<file path="config.mk">
export PLATFORM = sky130hd
export DESIGN_NAME = vod_diag_top
export DESIGN_NICKNAME = d
export VERILOG_FILES = /design/src/pkg/vod_pkg.sv /design/src/core/vod_count_mem.sv /design/src/core/vod_diag_top.sv
export VERILOG_INCLUDE_DIRS = /design/src /design/src/pkg
export SDC_FILE = /design/constraint.sdc
export NUM_CORES = 1
export LEC_CHECK = 0
export BUFFER_PORTS_ARGS = -buffer_cell sky130_fd_sc_hd__buf_4
export CORE_UTILIZATION = 45
export DETAILED_ROUTE_END_ITERATION = 7
export PLACE_DENSITY = 0.76
export SLEW_MARGIN = 20
export SYNTH_ARGS = -nofsm -noshare
export SYNTH_HDL_FRONTEND = slang
export SYNTH_HIERARCHICAL = 1
export SYNTH_SLANG_ARGS = --single-unit
</file>
<file path="constraint.sdc">
create_clock -name ref_clk_i -period 6.15 [get_ports ref_clk_i]
set_input_delay 1.23 -clock ref_clk_i [delete_from_list [all_inputs] [get_ports ref_clk_i]]
set_output_delay 1.23 -clock ref_clk_i [all_outputs]
set_load 0.01 [all_outputs]
</file>
<file path="src/pkg/vod_cfg.svh">
// constants for the valve output diagnostic block
`ifndef VOD_CFG_SVH
`define VOD_CFG_SVH

// ***********************************
// register map (byte addresses)
// ***********************************
`define VOD_OFS_CTRL 8'h00
`define VOD_OFS_FAULT_ACT 8'h04
`define VOD_OFS_IDLE_ACT 8'h08
`define VOD_OFS_LIMIT 8'h0C
`define VOD_OFS_ERR 8'h10
`define VOD_OFS_IRQ_STAT 8'h14
`define VOD_OFS_IRQ_MASK 8'h18

// ***********************************
// control fields and reset values
// ***********************************
`define VOD_CTRL_W 7
`define VOD_B_CTRL_WATCH 0
`define VOD_B_OUT_WATCH 1
`define VOD_B_SHORT_EN 2
`define VOD_B_SHORT_MANUAL 3
`define VOD_B_OPEN_EN 4
`define VOD_B_COUNT_EN 5
`define VOD_B_HANDHELD 6
`define VOD_CTRL_RST 7'h07
`define VOD_LIMIT_MIN 16'h0001
`define VOD_LIMIT_MAX 16'hFDE8
`define VOD_LIMIT_RST 16'hFDE8
`define VOD_LIMIT_SCALE 32'h0000_03E8

// ***********************************
// error vector layout
// ***********************************
`define VOD_E_CTRL 0
`define VOD_E_OUT 1
`define VOD_E_SHORT 2
`define VOD_E_OPEN 3

// ***********************************
// timing
// ***********************************
`define VOD_CLK_HZ 40000000
`define VOD_SAVE_TIME_S 30

`endif

</file>
<file path="src/pkg/vod_pkg.sv">
// shared types of the valve output diagnostic block
package vod_pkg;
   typedef enum logic [1:0] {
      VOD_ACT_CLEAR = 2'b00,
      VOD_ACT_HOLD = 2'b01,
      VOD_ACT_FORCE = 2'b10
   } vod_act_t;

   typedef enum logic {
      VOD_SC_RD = 1'b0,
      VOD_SC_WR = 1'b1
   } vod_scan_t;
endpackage

</file>
<file path="src/core/vod_count_mem.sv">
// switching counter store with registered read data
`timescale 1ns/1ps
module vod_count_mem #(
   parameter int W = 32,
   parameter int DEPTH = 8,
   parameter int AW = 3
) (
   input wire logic ref_clk_i, // system clock
   input wire logic rst_n_i, // async reset, active low
   input wire logic we_i, // write strobe
   input wire logic [AW-1:0] waddr_i, // write address
   input wire logic [W-1:0] wdata_i, // write data
   input wire logic [AW-1:0] raddr_i, // read address
   output logic [W-1:0] rdata_o // read data, one cycle later
);
   typedef struct packed {
      logic [DEPTH-1:0][W-1:0] mem;
      logic [W-1:0] rdata;
   } vod_mem_st_t;

   vod_mem_st_t q, d;

   always_comb begin
      d = q;
      d.rdata = q.mem[raddr_i];
      if (we_i) begin
         d.mem[waddr_i] = wdata_i;
      end
   end

   always_ff @(posedge ref_clk_i or negedge rst_n_i) begin
      if (!rst_n_i) begin
         q <= '0;
      end else begin
         q <= d;
      end
   end

   assign rdata_o = q.rdata;
endmodule

</file>
<file path="src/core/vod_diag_top.sv">
// valve output diagnostics, safe-state outputs and switching counters
`timescale 1ns/1ps
`include "vod_cfg.svh"
module vod_diag_top #(
   parameter int NCH = 8,
   parameter int AW = 3,
   parameter int CW = 32,
   parameter int unsigned SAVE_CYC = `VOD_SAVE_TIME_S * `VOD_CLK_HZ
) (
   input wire logic ref_clk_i, // 40 MHz system clock
   input wire logic rst_n_i, // power-on reset, async, active low
   input wire logic psel_i, // apb select
   input wire logic penable_i, // apb enable
   input wire logic pwrite_i, // apb direction
   input wire logic [7:0] paddr_i, // apb byte address
   input wire logic [31:0] pwdata_i, // apb write data
   output logic [31:0] prdata_o, // apb read data
   output logic pready_o, // apb ready
   output logic pslverr_o, // apb error, unmapped address
   input wire logic ht_wr_i, // handheld parameter write strobe
   input wire logic [7:0] ht_addr_i, // handheld register address
   input wire logic [31:0] ht_wdata_i, // handheld write data
   input wire logic ctrl_ov_i, // control supply over-voltage pin
   input wire logic ctrl_uv_i, // control supply under-voltage pin
   input wire logic out_ov_i, // output supply over-voltage pin
   input wire logic out_uv_i, // output supply under-voltage pin
   input wire logic short_i, // valve short detected pin
   input wire logic [NCH-1:0] open_i, // per-channel open detected pins
   input wire logic switch_hold_i, // unit switch: 1 hold, 0 off
   input wire logic comm_fault_i, // fieldbus communication fault
   input wire logic comm_idle_i, // fieldbus communication idle
   input wire logic [NCH-1:0] valve_cmd_i, // valve data from fieldbus
   input wire logic nv_load_i, // restore a saved count
   input wire logic [AW-1:0] nv_load_ch_i, // channel of restored count
   input wire logic [CW-1:0] nv_load_data_i, // restored count
   output logic nv_save_o, // save strobe, one cycle
   output logic [AW-1:0] nv_save_ch_o, // channel being saved
   output logic [CW-1:0] nv_save_data_o, // count being saved
   output logic [NCH-1:0] valve_o, // valve drive
   output logic ctrl_supply_err_o, // control supply error
   output logic out_supply_err_o, // output supply error
   output logic short_err_o, // unit short error
   output logic [NCH-1:0] open_err_o, // per-channel open error
   output logic [NCH-1:0] count_err_o, // per-channel count error
   output logic irq_o // level interrupt
);
   localparam int EW = 3 + 2 * NCH;

   typedef struct packed {
      logic [3:0] sup1;
      logic [3:0] sup2;
      logic sh1;
      logic sh2;
      logic [NCH-1:0] op1;
      logic [NCH-1:0] op2;
      logic sw1;
      logic sw2;
      logic [`VOD_CTRL_W-1:0] ctrl;
      logic [2*NCH-1:0] fact;
      logic [2*NCH-1:0] iact;
      logic [15:0] limit;
      logic [EW-1:0] mask;
      logic [EW-1:0] stat;
      logic [EW-1:0] err;
      logic short_lat;
      logic [NCH-1:0] valve;
      logic [NCH-1:0] pend;
      vod_pkg::vod_scan_t sc;
      logic [AW-1:0] idx;
      logic [31:0] tmr;
      logic save_arm;
      logic saving;
      logic nv_save;
      logic [AW-1:0] nv_ch;
      logic [CW-1:0] nv_data;
      logic pready;
      logic pslverr;
      logic [31:0] prdata;
      logic irq;
      logic ld_byp;
      logic [CW-1:0] ld_val;
   } vod_st_t;

   vod_st_t q, d;
   logic mem_we;
   logic [AW-1:0] mem_wa;
   logic [CW-1:0] mem_wd;
   logic [CW-1:0] mem_rd;

   vod_count_mem #(
      .W(CW),
      .DEPTH(NCH),
      .AW(AW)
   ) u_mem (
      .ref_clk_i(ref_clk_i),
      .rst_n_i(rst_n_i),
      .we_i(mem_we),
      .waddr_i(mem_wa),
      .wdata_i(mem_wd),
      .raddr_i(q.idx),
      .rdata_o(mem_rd)
   );

   // only the seven word offsets of the map answer without error
   function automatic logic mapped(input logic [7:0] a);
      mapped = (a == `VOD_OFS_CTRL) || (a == `VOD_OFS_FAULT_ACT) ||
         (a == `VOD_OFS_IDLE_ACT) || (a == `VOD_OFS_LIMIT) ||
         (a == `VOD_OFS_ERR) || (a == `VOD_OFS_IRQ_STAT) ||
         (a == `VOD_OFS_IRQ_MASK);
   endfunction

   // ***********************************
   // parameter write, shared by bus and handheld
   // ***********************************
   function automatic vod_st_t wr_reg(input vod_st_t s, input logic [7:0] a,
      input logic [31:0] v);
      vod_st_t r;
      r = s;
      case (a)
         `VOD_OFS_CTRL: begin
            r.ctrl = v[`VOD_CTRL_W-1:0];
         end
         `VOD_OFS_FAULT_ACT: begin
            r.fact = v[2*NCH-1:0];
         end
         `VOD_OFS_IDLE_ACT: begin
            r.iact = v[2*NCH-1:0];
         end
         `VOD_OFS_LIMIT: begin
            // out-of-range limits are refused, old value kept
            if (v[15:0] >= `VOD_LIMIT_MIN && v[15:0] <= `VOD_LIMIT_MAX &&
               v[31:16] == 16'h0000) begin
               r.limit = v[15:0];
            end
         end
         `VOD_OFS_IRQ_MASK: begin
            r.mask = v[EW-1:0];
         end
         default: begin
            r = s;
         end
      endcase
      return r;
   endfunction

   // ***********************************
   // next state
   // ***********************************
   logic ctrl_bad;
   logic out_bad;
   logic short_now;
   logic [EW-1:0] err_n;
   logic [EW-1:0] w1c;
   logic [NCH-1:0] valve_n;
   logic [NCH-1:0] rise;
   logic [NCH-1:0] cnt_err_n;
   logic [CW-1:0] cnt_new;
   logic [CW-1:0] cnt_base;
   logic tmr_hit;
   logic [31:0] lim_full;
   logic bus_acc;
   logic bus_done;
   logic sc_take;
   vod_pkg::vod_act_t act;

   always_comb begin
      d = q;
      act = vod_pkg::VOD_ACT_CLEAR;
      w1c = '0;
      cnt_new = mem_rd;
      mem_we = 1'b0;
      mem_wa = q.idx;
      mem_wd = mem_rd;
      sc_take = 1'b0;
      d.nv_save = 1'b0;

      // pins pass two flops before use
      d.sup1 = {out_uv_i, out_ov_i, ctrl_uv_i, ctrl_ov_i};
      d.sup2 = q.sup1;
      d.sh1 = short_i;
      d.sh2 = q.sh1;
      d.op1 = open_i;
      d.op2 = q.op1;
      // the unit switch is a pin too, so it is synchronised like the detectors
      d.sw1 = switch_hold_i;
      d.sw2 = q.sw1;

      // apb: one wait state, write lands on the ready edge
      bus_acc = psel_i && penable_i && !q.pready;
      bus_done = psel_i && penable_i && q.pready;
      d.pready = bus_acc;
      if (bus_acc) begin
         d.pslverr = !mapped(paddr_i);
         // an unmapped read gives zero with the error flag set
         case (paddr_i)
            `VOD_OFS_CTRL: d.prdata = 32'(q.ctrl);
            `VOD_OFS_FAULT_ACT: d.prdata = 32'(q.fact);
            `VOD_OFS_IDLE_ACT: d.prdata = 32'(q.iact);
            `VOD_OFS_LIMIT: d.prdata = 32'(q.limit);
            `VOD_OFS_ERR: d.prdata = 32'(q.err);
            `VOD_OFS_IRQ_STAT: d.prdata = 32'(q.stat);
            `VOD_OFS_IRQ_MASK: d.prdata = 32'(q.mask);
            default: d.prdata = 32'h0000_0000;
         endcase
      end
      if (bus_done && pwrite_i) begin
         d = wr_reg(d, paddr_i, pwdata_i);
         if (paddr_i == `VOD_OFS_IRQ_STAT) begin
            w1c = pwdata_i[EW-1:0];
         end
      end
      // same-cycle collision: handheld applied last
      if (ht_wr_i) begin
         d = wr_reg(d, ht_addr_i, ht_wdata_i);
      end

      // ***********************************
      // supply and short diagnostics
      // ***********************************
      ctrl_bad = q.sup2[0] | q.sup2[1];
      out_bad = q.sup2[2] | q.sup2[3];
      short_now = q.ctrl[`VOD_B_SHORT_EN] & q.sh2;
      // latch cleared only by power-on reset
      if (short_now && q.ctrl[`VOD_B_SHORT_MANUAL]) begin
         d.short_lat = 1'b1;
      end
      // each flag is its synchronised detector gated by its enable, the short flag or-ed with the manual latch
      err_n = '0;
      err_n[`VOD_E_CTRL] = q.ctrl[`VOD_B_CTRL_WATCH] & ctrl_bad;
      err_n[`VOD_E_OUT] = q.ctrl[`VOD_B_OUT_WATCH] & out_bad;
      err_n[`VOD_E_SHORT] = q.ctrl[`VOD_B_SHORT_EN] &
         (short_now | (q.ctrl[`VOD_B_SHORT_MANUAL] & q.short_lat));
      err_n[`VOD_E_OPEN +: NCH] = {NCH{q.ctrl[`VOD_B_OPEN_EN]}} & q.op2;

      // ***********************************
      // channel outputs: fault over idle over data
      // ***********************************
      for (int c = 0; c < NCH; c++) begin
         if (comm_fault_i || comm_idle_i) begin
            if (q.ctrl[`VOD_B_HANDHELD]) begin
               act = vod_pkg::vod_act_t'(comm_fault_i ?
                  q.fact[2*c +: 2] : q.iact[2*c +: 2]);
            end else begin
               act = q.sw2 ? vod_pkg::VOD_ACT_HOLD : vod_pkg::VOD_ACT_CLEAR;
            end
            // hold repeats the drive of the cycle before the event
            case (act)
               vod_pkg::VOD_ACT_HOLD: valve_n[c] = q.valve[c];
               vod_pkg::VOD_ACT_FORCE: valve_n[c] = 1'b1;
               default: valve_n[c] = 1'b0;
            endcase
         end else begin
            valve_n[c] = valve_cmd_i[c];
         end
      end
      d.valve = valve_n;
      rise = valve_n & ~q.valve;

      // ***********************************
      // switching counters: one channel per two cycles
      // ***********************************
      lim_full = 32'(q.limit) * `VOD_LIMIT_SCALE;
      cnt_err_n = q.err[`VOD_E_OPEN + NCH +: NCH];
      // the store reads a cycle ahead: a restore into the channel under scan
      // would be lost, so its value is forwarded into the take cycle
      d.ld_byp = nv_load_i && (nv_load_ch_i == q.idx);
      d.ld_val = nv_load_data_i;
      cnt_base = q.ld_byp ? q.ld_val : mem_rd;
      tmr_hit = (q.tmr >= SAVE_CYC - 1);
      if (tmr_hit) begin
         d.tmr = 32'h0000_0000;
         d.save_arm = 1'b1;
      end else begin
         d.tmr = q.tmr + 32'h0000_0001;
      end
      case (q.sc)
         vod_pkg::VOD_SC_RD: begin
            d.sc = vod_pkg::VOD_SC_WR;
         end
         vod_pkg::VOD_SC_WR: begin
            sc_take = q.pend[q.idx] && !nv_load_i;
            cnt_new = cnt_base + CW'(sc_take);
            mem_we = sc_take;
            cnt_err_n[q.idx] = q.ctrl[`VOD_B_COUNT_EN] &&
               (32'(cnt_new) > lim_full);
            if (q.saving || (q.save_arm && q.idx == '0)) begin
               d.nv_save = 1'b1;
               d.nv_ch = q.idx;
               d.nv_data = cnt_new;
               d.saving = (q.idx != AW'(NCH - 1));
               // a period that ends on the opening save of a sweep is kept
               d.save_arm = tmr_hit || (q.save_arm && q.saving);
            end
            d.idx = (q.idx == AW'(NCH - 1)) ? '0 : q.idx + AW'(1);
            d.sc = vod_pkg::VOD_SC_RD;
         end
         default: begin
            d.sc = vod_pkg::VOD_SC_RD;
         end
      endcase
      mem_wd = cnt_new;
      // restored count wins the write port; counting resumes from it
      if (nv_load_i) begin
         mem_we = 1'b1;
         mem_wa = nv_load_ch_i;
         mem_wd = nv_load_data_i;
      end
      // a turn-on in the take cycle stays pending
      for (int c = 0; c < NCH; c++) begin
         d.pend[c] = (q.pend[c] & ~(sc_take && q.idx == AW'(c))) | rise[c];
      end
      err_n[`VOD_E_OPEN + NCH +: NCH] = cnt_err_n & {NCH{q.ctrl[`VOD_B_COUNT_EN]}};

      // ***********************************
      // interrupt: rising errors are sticky, set wins over clear
      // ***********************************
      d.err = err_n;
      d.stat = (q.stat & ~w1c) | (err_n & ~q.err);
      d.irq = |(d.stat & d.mask);
   end

   always_ff @(posedge ref_clk_i or negedge rst_n_i) begin
      if (!rst_n_i) begin
         q <= '0;
         q.ctrl <= `VOD_CTRL_RST;
         q.limit <= `VOD_LIMIT_RST;
      end else begin
         q <= d;
      end
   end

   assign prdata_o = q.prdata;
   assign pready_o = q.pready;
   assign pslverr_o = q.pslverr;
   assign nv_save_o = q.nv_save;
   assign nv_save_ch_o = q.nv_ch;
   assign nv_save_data_o = q.nv_data;
   assign valve_o = q.valve;
   assign ctrl_supply_err_o = q.err[`VOD_E_CTRL];
   assign out_supply_err_o = q.err[`VOD_E_OUT];
   assign short_err_o = q.err[`VOD_E_SHORT];
   assign open_err_o = q.err[`VOD_E_OPEN +: NCH];
   assign count_err_o = q.err[`VOD_E_OPEN + NCH +: NCH];
   assign irq_o = q.irq;
endmodule

</file>
### Word level (Yosys, flattened, before mapping)

Cells that the tools add are included.

* add/subtract/negate cells: 3
* multipliers: 1
* magnitude comparators: 10
* eq/ne operators: 35
* mux-type cells: 84
* bitwise gates (word level): 43
* reductions and logical operators: 42

Operators with widths (count)
* two-way mux 271 bit: 2
* bitwise mux 256 bit: 1
* two-way mux 32 bit: 6
* one-hot mux 19 bit (7 select lines): 1
* two-way mux 16 bit: 8
* binary-select mux 32 bit (select 3 bit): 1
* demux 32 bit (select 3 bit): 1
* two-way mux 19 bit: 4
* two-way mux 38 bit: 2
* AND 19 bit: 3
* two-way mux 2 bit: 24
* inverter 19 bit: 2
* two-way mux 33 bit: 1
* adder 32 x 1 -> 32 bit: 1
* adder 32 x 1 -> 32 bit, second input constant: 1
* == test 8 x 4 -> 1 bit, second input constant: 4
* == test 8 x 5 -> 1 bit, second input constant: 4
* >= comparator 16 x 1 -> 1 bit, second input constant: 2
* >= comparator 32 x 31 -> 1 bit, second input constant: 1
* greater-than comparator 32 x 26 -> 1 bit: 1
* less-or-equal comparator 16 bit, second input constant: 2
* zero test 16 bit: 2
* AND 8 bit: 3
* logical AND 1 bit: 24
* 30 further kinds: 117

* flip-flop bits (word level): 587
* input bits: 146
* output and inout port bits: 98
* word-level logic and storage cells: 259

### Logic depth before layout (Yosys ltp)

* depth in word-level cells: 16
* mapped depth: 25
* gate-level depth less buffers: 24

### Hierarchy

Netlist, hierarchy kept.

Modules (own cells, without submodules)
* vod_diag_top: instances 1, cells an instance 1984, area each 18979.5 um^2, sequential area each 7174.4 um^2
* vod_count_mem: instances 1, cells an instance 729, area each 12680.9 um^2, sequential area each 7206.9 um^2

### Worst setup path before layout

OpenSTA, ideal clock, no wires.

* kind: register to register
* from: register, netlist name q[218]
* to: register, netlist name q[191]
* library setup time: 0.124 ns
* data arrival time: 5.987 ns
* data required time: 6.026 ns
* slack: 0.039 ns
* stages on the path, launching flop included: 24
* path buffers: 1
* period minus slack after synthesis: 6.111 ns
* path through: dfrtp_1 fa_1 fa_1 inv_1 fa_1 fa_1 inv_1 ha_1 o21ai_0 o21bai_1 or4_1 a221o_1 a211oi_1 o311ai_1 o31ai_1 xnor2_1 ha_1 a211oi_1 nand2_1 a211oi_1 a21oi_1 nor3_4 buf_6 o21bai_2

==> results.md <==
* Vias post-DR at about 22,000
* Initial Utilization at around 46%
* First-pass GRT wire length at ~130,000 um
* Gr usage total at about a quarter
* Clock buffer depth at 3
* CP peak stage delay at about 0.56 ns
* Crit start category: register
* Die area at between 70,000 and 80,000 um^2
* Avg Cell Area, Syn at about 12 um^2
* CTS Buf Count at 58
* Row cnt at 96
* Final hold slack at 0.3028 ns
* Largest net degree at the start of global routing at 155
* Primary FF master, synth: dfrtp_1
* Pins Over Slew Limit at 0
* DR WL/cell at 22.31 um
* Max Fclk at 0.1599 GHz
* RD Place Congestion at ~0.95
* DRT Pass-1 Iters at 8
* Synth area leaders: dfrtp_1, mux2_2, ha_1
* Min-Delay Path Class: register to register
* Total grt overflow at 0
* Sink Count at around 570
* Die H at 267.2 um
* Max-Cap Viols at 0
* H-tree Lvls at 2
* Worst-case clock skew at between 0.06 and 0.07 ns
* TritonCTS clock tree: built
* Worst path arrival time at 6.74 ns
* DR DRC count at 0
* Area Growth Syn to Fin at 13.66%
* Leak at between 15 and 20 nW
* Required time of the critical path at roughly 6.6 ns
* Initial DRC Count at ~2,100
* Outcome: complete, but fails checks
* Synth top area share at between 40% and 50%
* Total power draw at roughly 11 mW
* Post-Route WL at approximately 86,000 um
* Worst-skew pair later-pin latency at 0.65 ns
* Die Wd at about 270 um
* FFs w/ async S/R, synth at between 90% and 100%
* Synthesis-stage register bit count at between 500 and 600
* Post-synth EDFFs at 0
* Peak supply drop at between 0.2 and 0.3 mV
* Yosys warns at 6
* Routed Antenna Nets at 0
* Layout Cells excl Fill at between 3,000 and 4,000
* RSZ-0062 raised after global routing: yes
* Minimum clock period at about 6.3 ns
* Hold Vio Cnt, Final at 0
* Vias in the first global route at 22,090
* Routed vias/inst at 5.808
* Post-synth top area cell: dfrtp_1
* Most frequent CP cell: fa_1
* Setup-failing EPs final at 17
* Core Region at around 69,000 um^2
* Worst Hold Depth at 0
* Fraction of layout cells with a size suffix above 1 at approximately 29%
* Post-route setup slack at -0.1028 ns
* Crit-path slowest cell: fa_1
* Final HPWL DP at between 60,000 and 70,000 um
* Inst Count DP at approximately 3,700
* Mapped Area at 31,660 um^2
* CP endpoint kind: register
* Slew margin rel. at a little over a quarter
* Crit Path Category: register to register
* Worst slew pin tran at between 1 and 1.5 ns
* Failing checks: setup timing
* Initial antenna violation count at 9
* Synth cell types at 87
* Nets at approximately 3,200
* Fill cell count at between 5,000 and 6,000
* R2R depth at 25
* Clk pin slew, worst setup/hold paths at around 0.060 ns
* I/O Buffers at 230
* Pwr/cell area at around 300 nW/um^2
* Root buf cell: clkbuf_16
* Peak fanout along the critical path at 5
* Period utilisation layout at 101.7%
* I/O pin total at 244
* Synth Instances at roughly 2,700
* Seq/Total Area, Yosys at roughly 45%
-- cells in the mapped netlist, drive strengths merged (36+ instances only) --
master,count
mux4,64
mux2i,118
nand2,177
clkbuf,70
mux2,324
ha,100
inv,134
a21oi,96
nor2,137
fa,54
o21ai,124
xor2,46
buf,192
a22oi,46
nand3,90
dfrtp,560
a22o,36
-- power by group --
| part | total, mW | internal (mW) | switching [mW] |
|---|---|---|---|
| combinational | 2.29 | 1.19 | 1.10 |
| clock | 3.46 | 1.94 | 1.52 |
| sequential | 5.07 | 4.58 | 0.486 |
-- critical path: cells and delay by family (launching register included) --
kind                     cells  cell delay [ns]
adder cells (fa/ha/maj)      6             2.57
AO/OA/AOI/OAI                9             1.78
AND/OR/NAND/NOR              6             0.78
flip-flops                   1             0.52
buffers and inverters        3             0.30
XOR/XNOR                     1             0.12
-- path summary, 6_finish.rpt --
check	from	to	slack, ns
setup reg to reg	q[221]	count_err_o[3]	-0.10
min in group asynchronous	rst_n_i	u_mem/q[101]	0.61
setup / recovery	q[221]	count_err_o[3]	-0.10
max in group asynchronous	rst_n_i	count_err_o[5]	4.06
hold reg to reg	q[295]	q[291]	0.30
hold / removal	q[295]	q[291]	0.30
-- cells by family after synthesis --
kind of cell / share of synthesized area [%]
xor gates and xnor gates: 2.213
AOI/OAI and AO/OA: 8.718
muxes: 20.29
adders and majority gates: 7.366
buffers and inverters: 6.734
and+or+nand+nor: 9.240
DFF: 45.42
other: 0.01184
-- layout by cell type (no fill, tap or decap), types with 13 or more instances in the layout --
| master | netlist | final |
|---|---|---|
| a31oi_1 | 23 | 23 |
| nand4_1 | 22 | 22 |
| mux4_1 | 40 | 40 |
| nand2_1 | 177 | 177 |
| nor3_1 | 22 | 21 |
| buf_4 | 135 | 335 |
| conb_1 | 1 | 14 |
| mux2_2 | 315 | 315 |
| xnor2_1 | 34 | 33 |
| and3_1 | 14 | 14 |
| inv_1 | 134 | 130 |
| a21oi_1 | 88 | 86 |
| a22o_1 | 36 | 36 |
| dfstp_2 | 14 | 14 |
| ha_1 | 100 | 97 |
| dfrtp_1 | 560 | 554 |
| nor4_1 | 21 | 20 |
| nor2_1 | 137 | 136 |
| o31ai_1 | 13 | 13 |
| o21ai_0 | 124 | 117 |
| xor2_1 | 46 | 46 |
| nor2b_1 | 14 | 14 |
| a22oi_1 | 46 | 46 |
| nand3_1 | 87 | 86 |
| fa_1 | 54 | 54 |
| mux4_2 | 24 | 24 |
| mux2i_1 | 117 | 117 |
| a21o_1 | 20 | 20 |
| clkbuf_16 | 0 | 58 |
| clkbuf_1 | 67 | 18 |
| and2_1 | 23 | 23 |
-- cell type report --
cell class	instances	area, um^2	share of cell area [%]
multi-input cells	1754	15390	42.77
flip-flops and latches	574	14390	40.00
repair buffers	344	2641	7.340
clock buffers	88	1684	4.680
well taps	931	1165	3.237
inverters	136	510.5	1.419
clock inverters	17	197.7	0.5494
diodes	1	2.502	0.006954
-- layer usage --
layer / up-vias / GRT usage [%] / part of all wire (%)
li1: 9874 / - / -
met1: 11270 / 31.33 / 41
met4: 18 / 8.559 / 3.8
met2: 926 / 39.01 / 48
met5: - / 0 / 0.15
met3: 244 / 4.928 / 7.8
-- repair_timing --
action / in CTS / in global routing
endpoints found under the setup margin: 17 / 17
pin swaps: 31 / 9
gates resized for setup: 24 / 17
gates cloned: 1 / 0
setup buffers: 4 / 3
hold buffers: 0 / 0
-- stage by stage --
step / area, um^2 / utilization, % / worst slack, ns / TNS, ns
global route: 35980 / 52.10 / -0.2970 / -4.421
global placement: 33870 / 49.03 / -0.3763 / -5.533
detailed placement: 33870 / 49.03 / -0.3996 / -5.725
floorplan: 31710 / - / 0.03914 / 0
CTS: 35860 / 51.92 / -0.06178 / -0.5105
finish: 35980 / 52.10 / -0.1028 / -1.143
-- state kept, by name, summed over array words and instances, names as in the netlist, 3 cells and up --
| signal | flops |
|---|---|
| valve_o | 8 |
| open_err_o | 8 |
| u_mem/q | 256 |
| count_err_o | 8 |
| u_mem/rdata_o | 32 |
| nv_save_data_o | 32 |
| prdata_o | 19 |
| nv_save_ch_o | 3 |
| q | 201 |
Note: power is estimated with default switching activity, not from simulation.
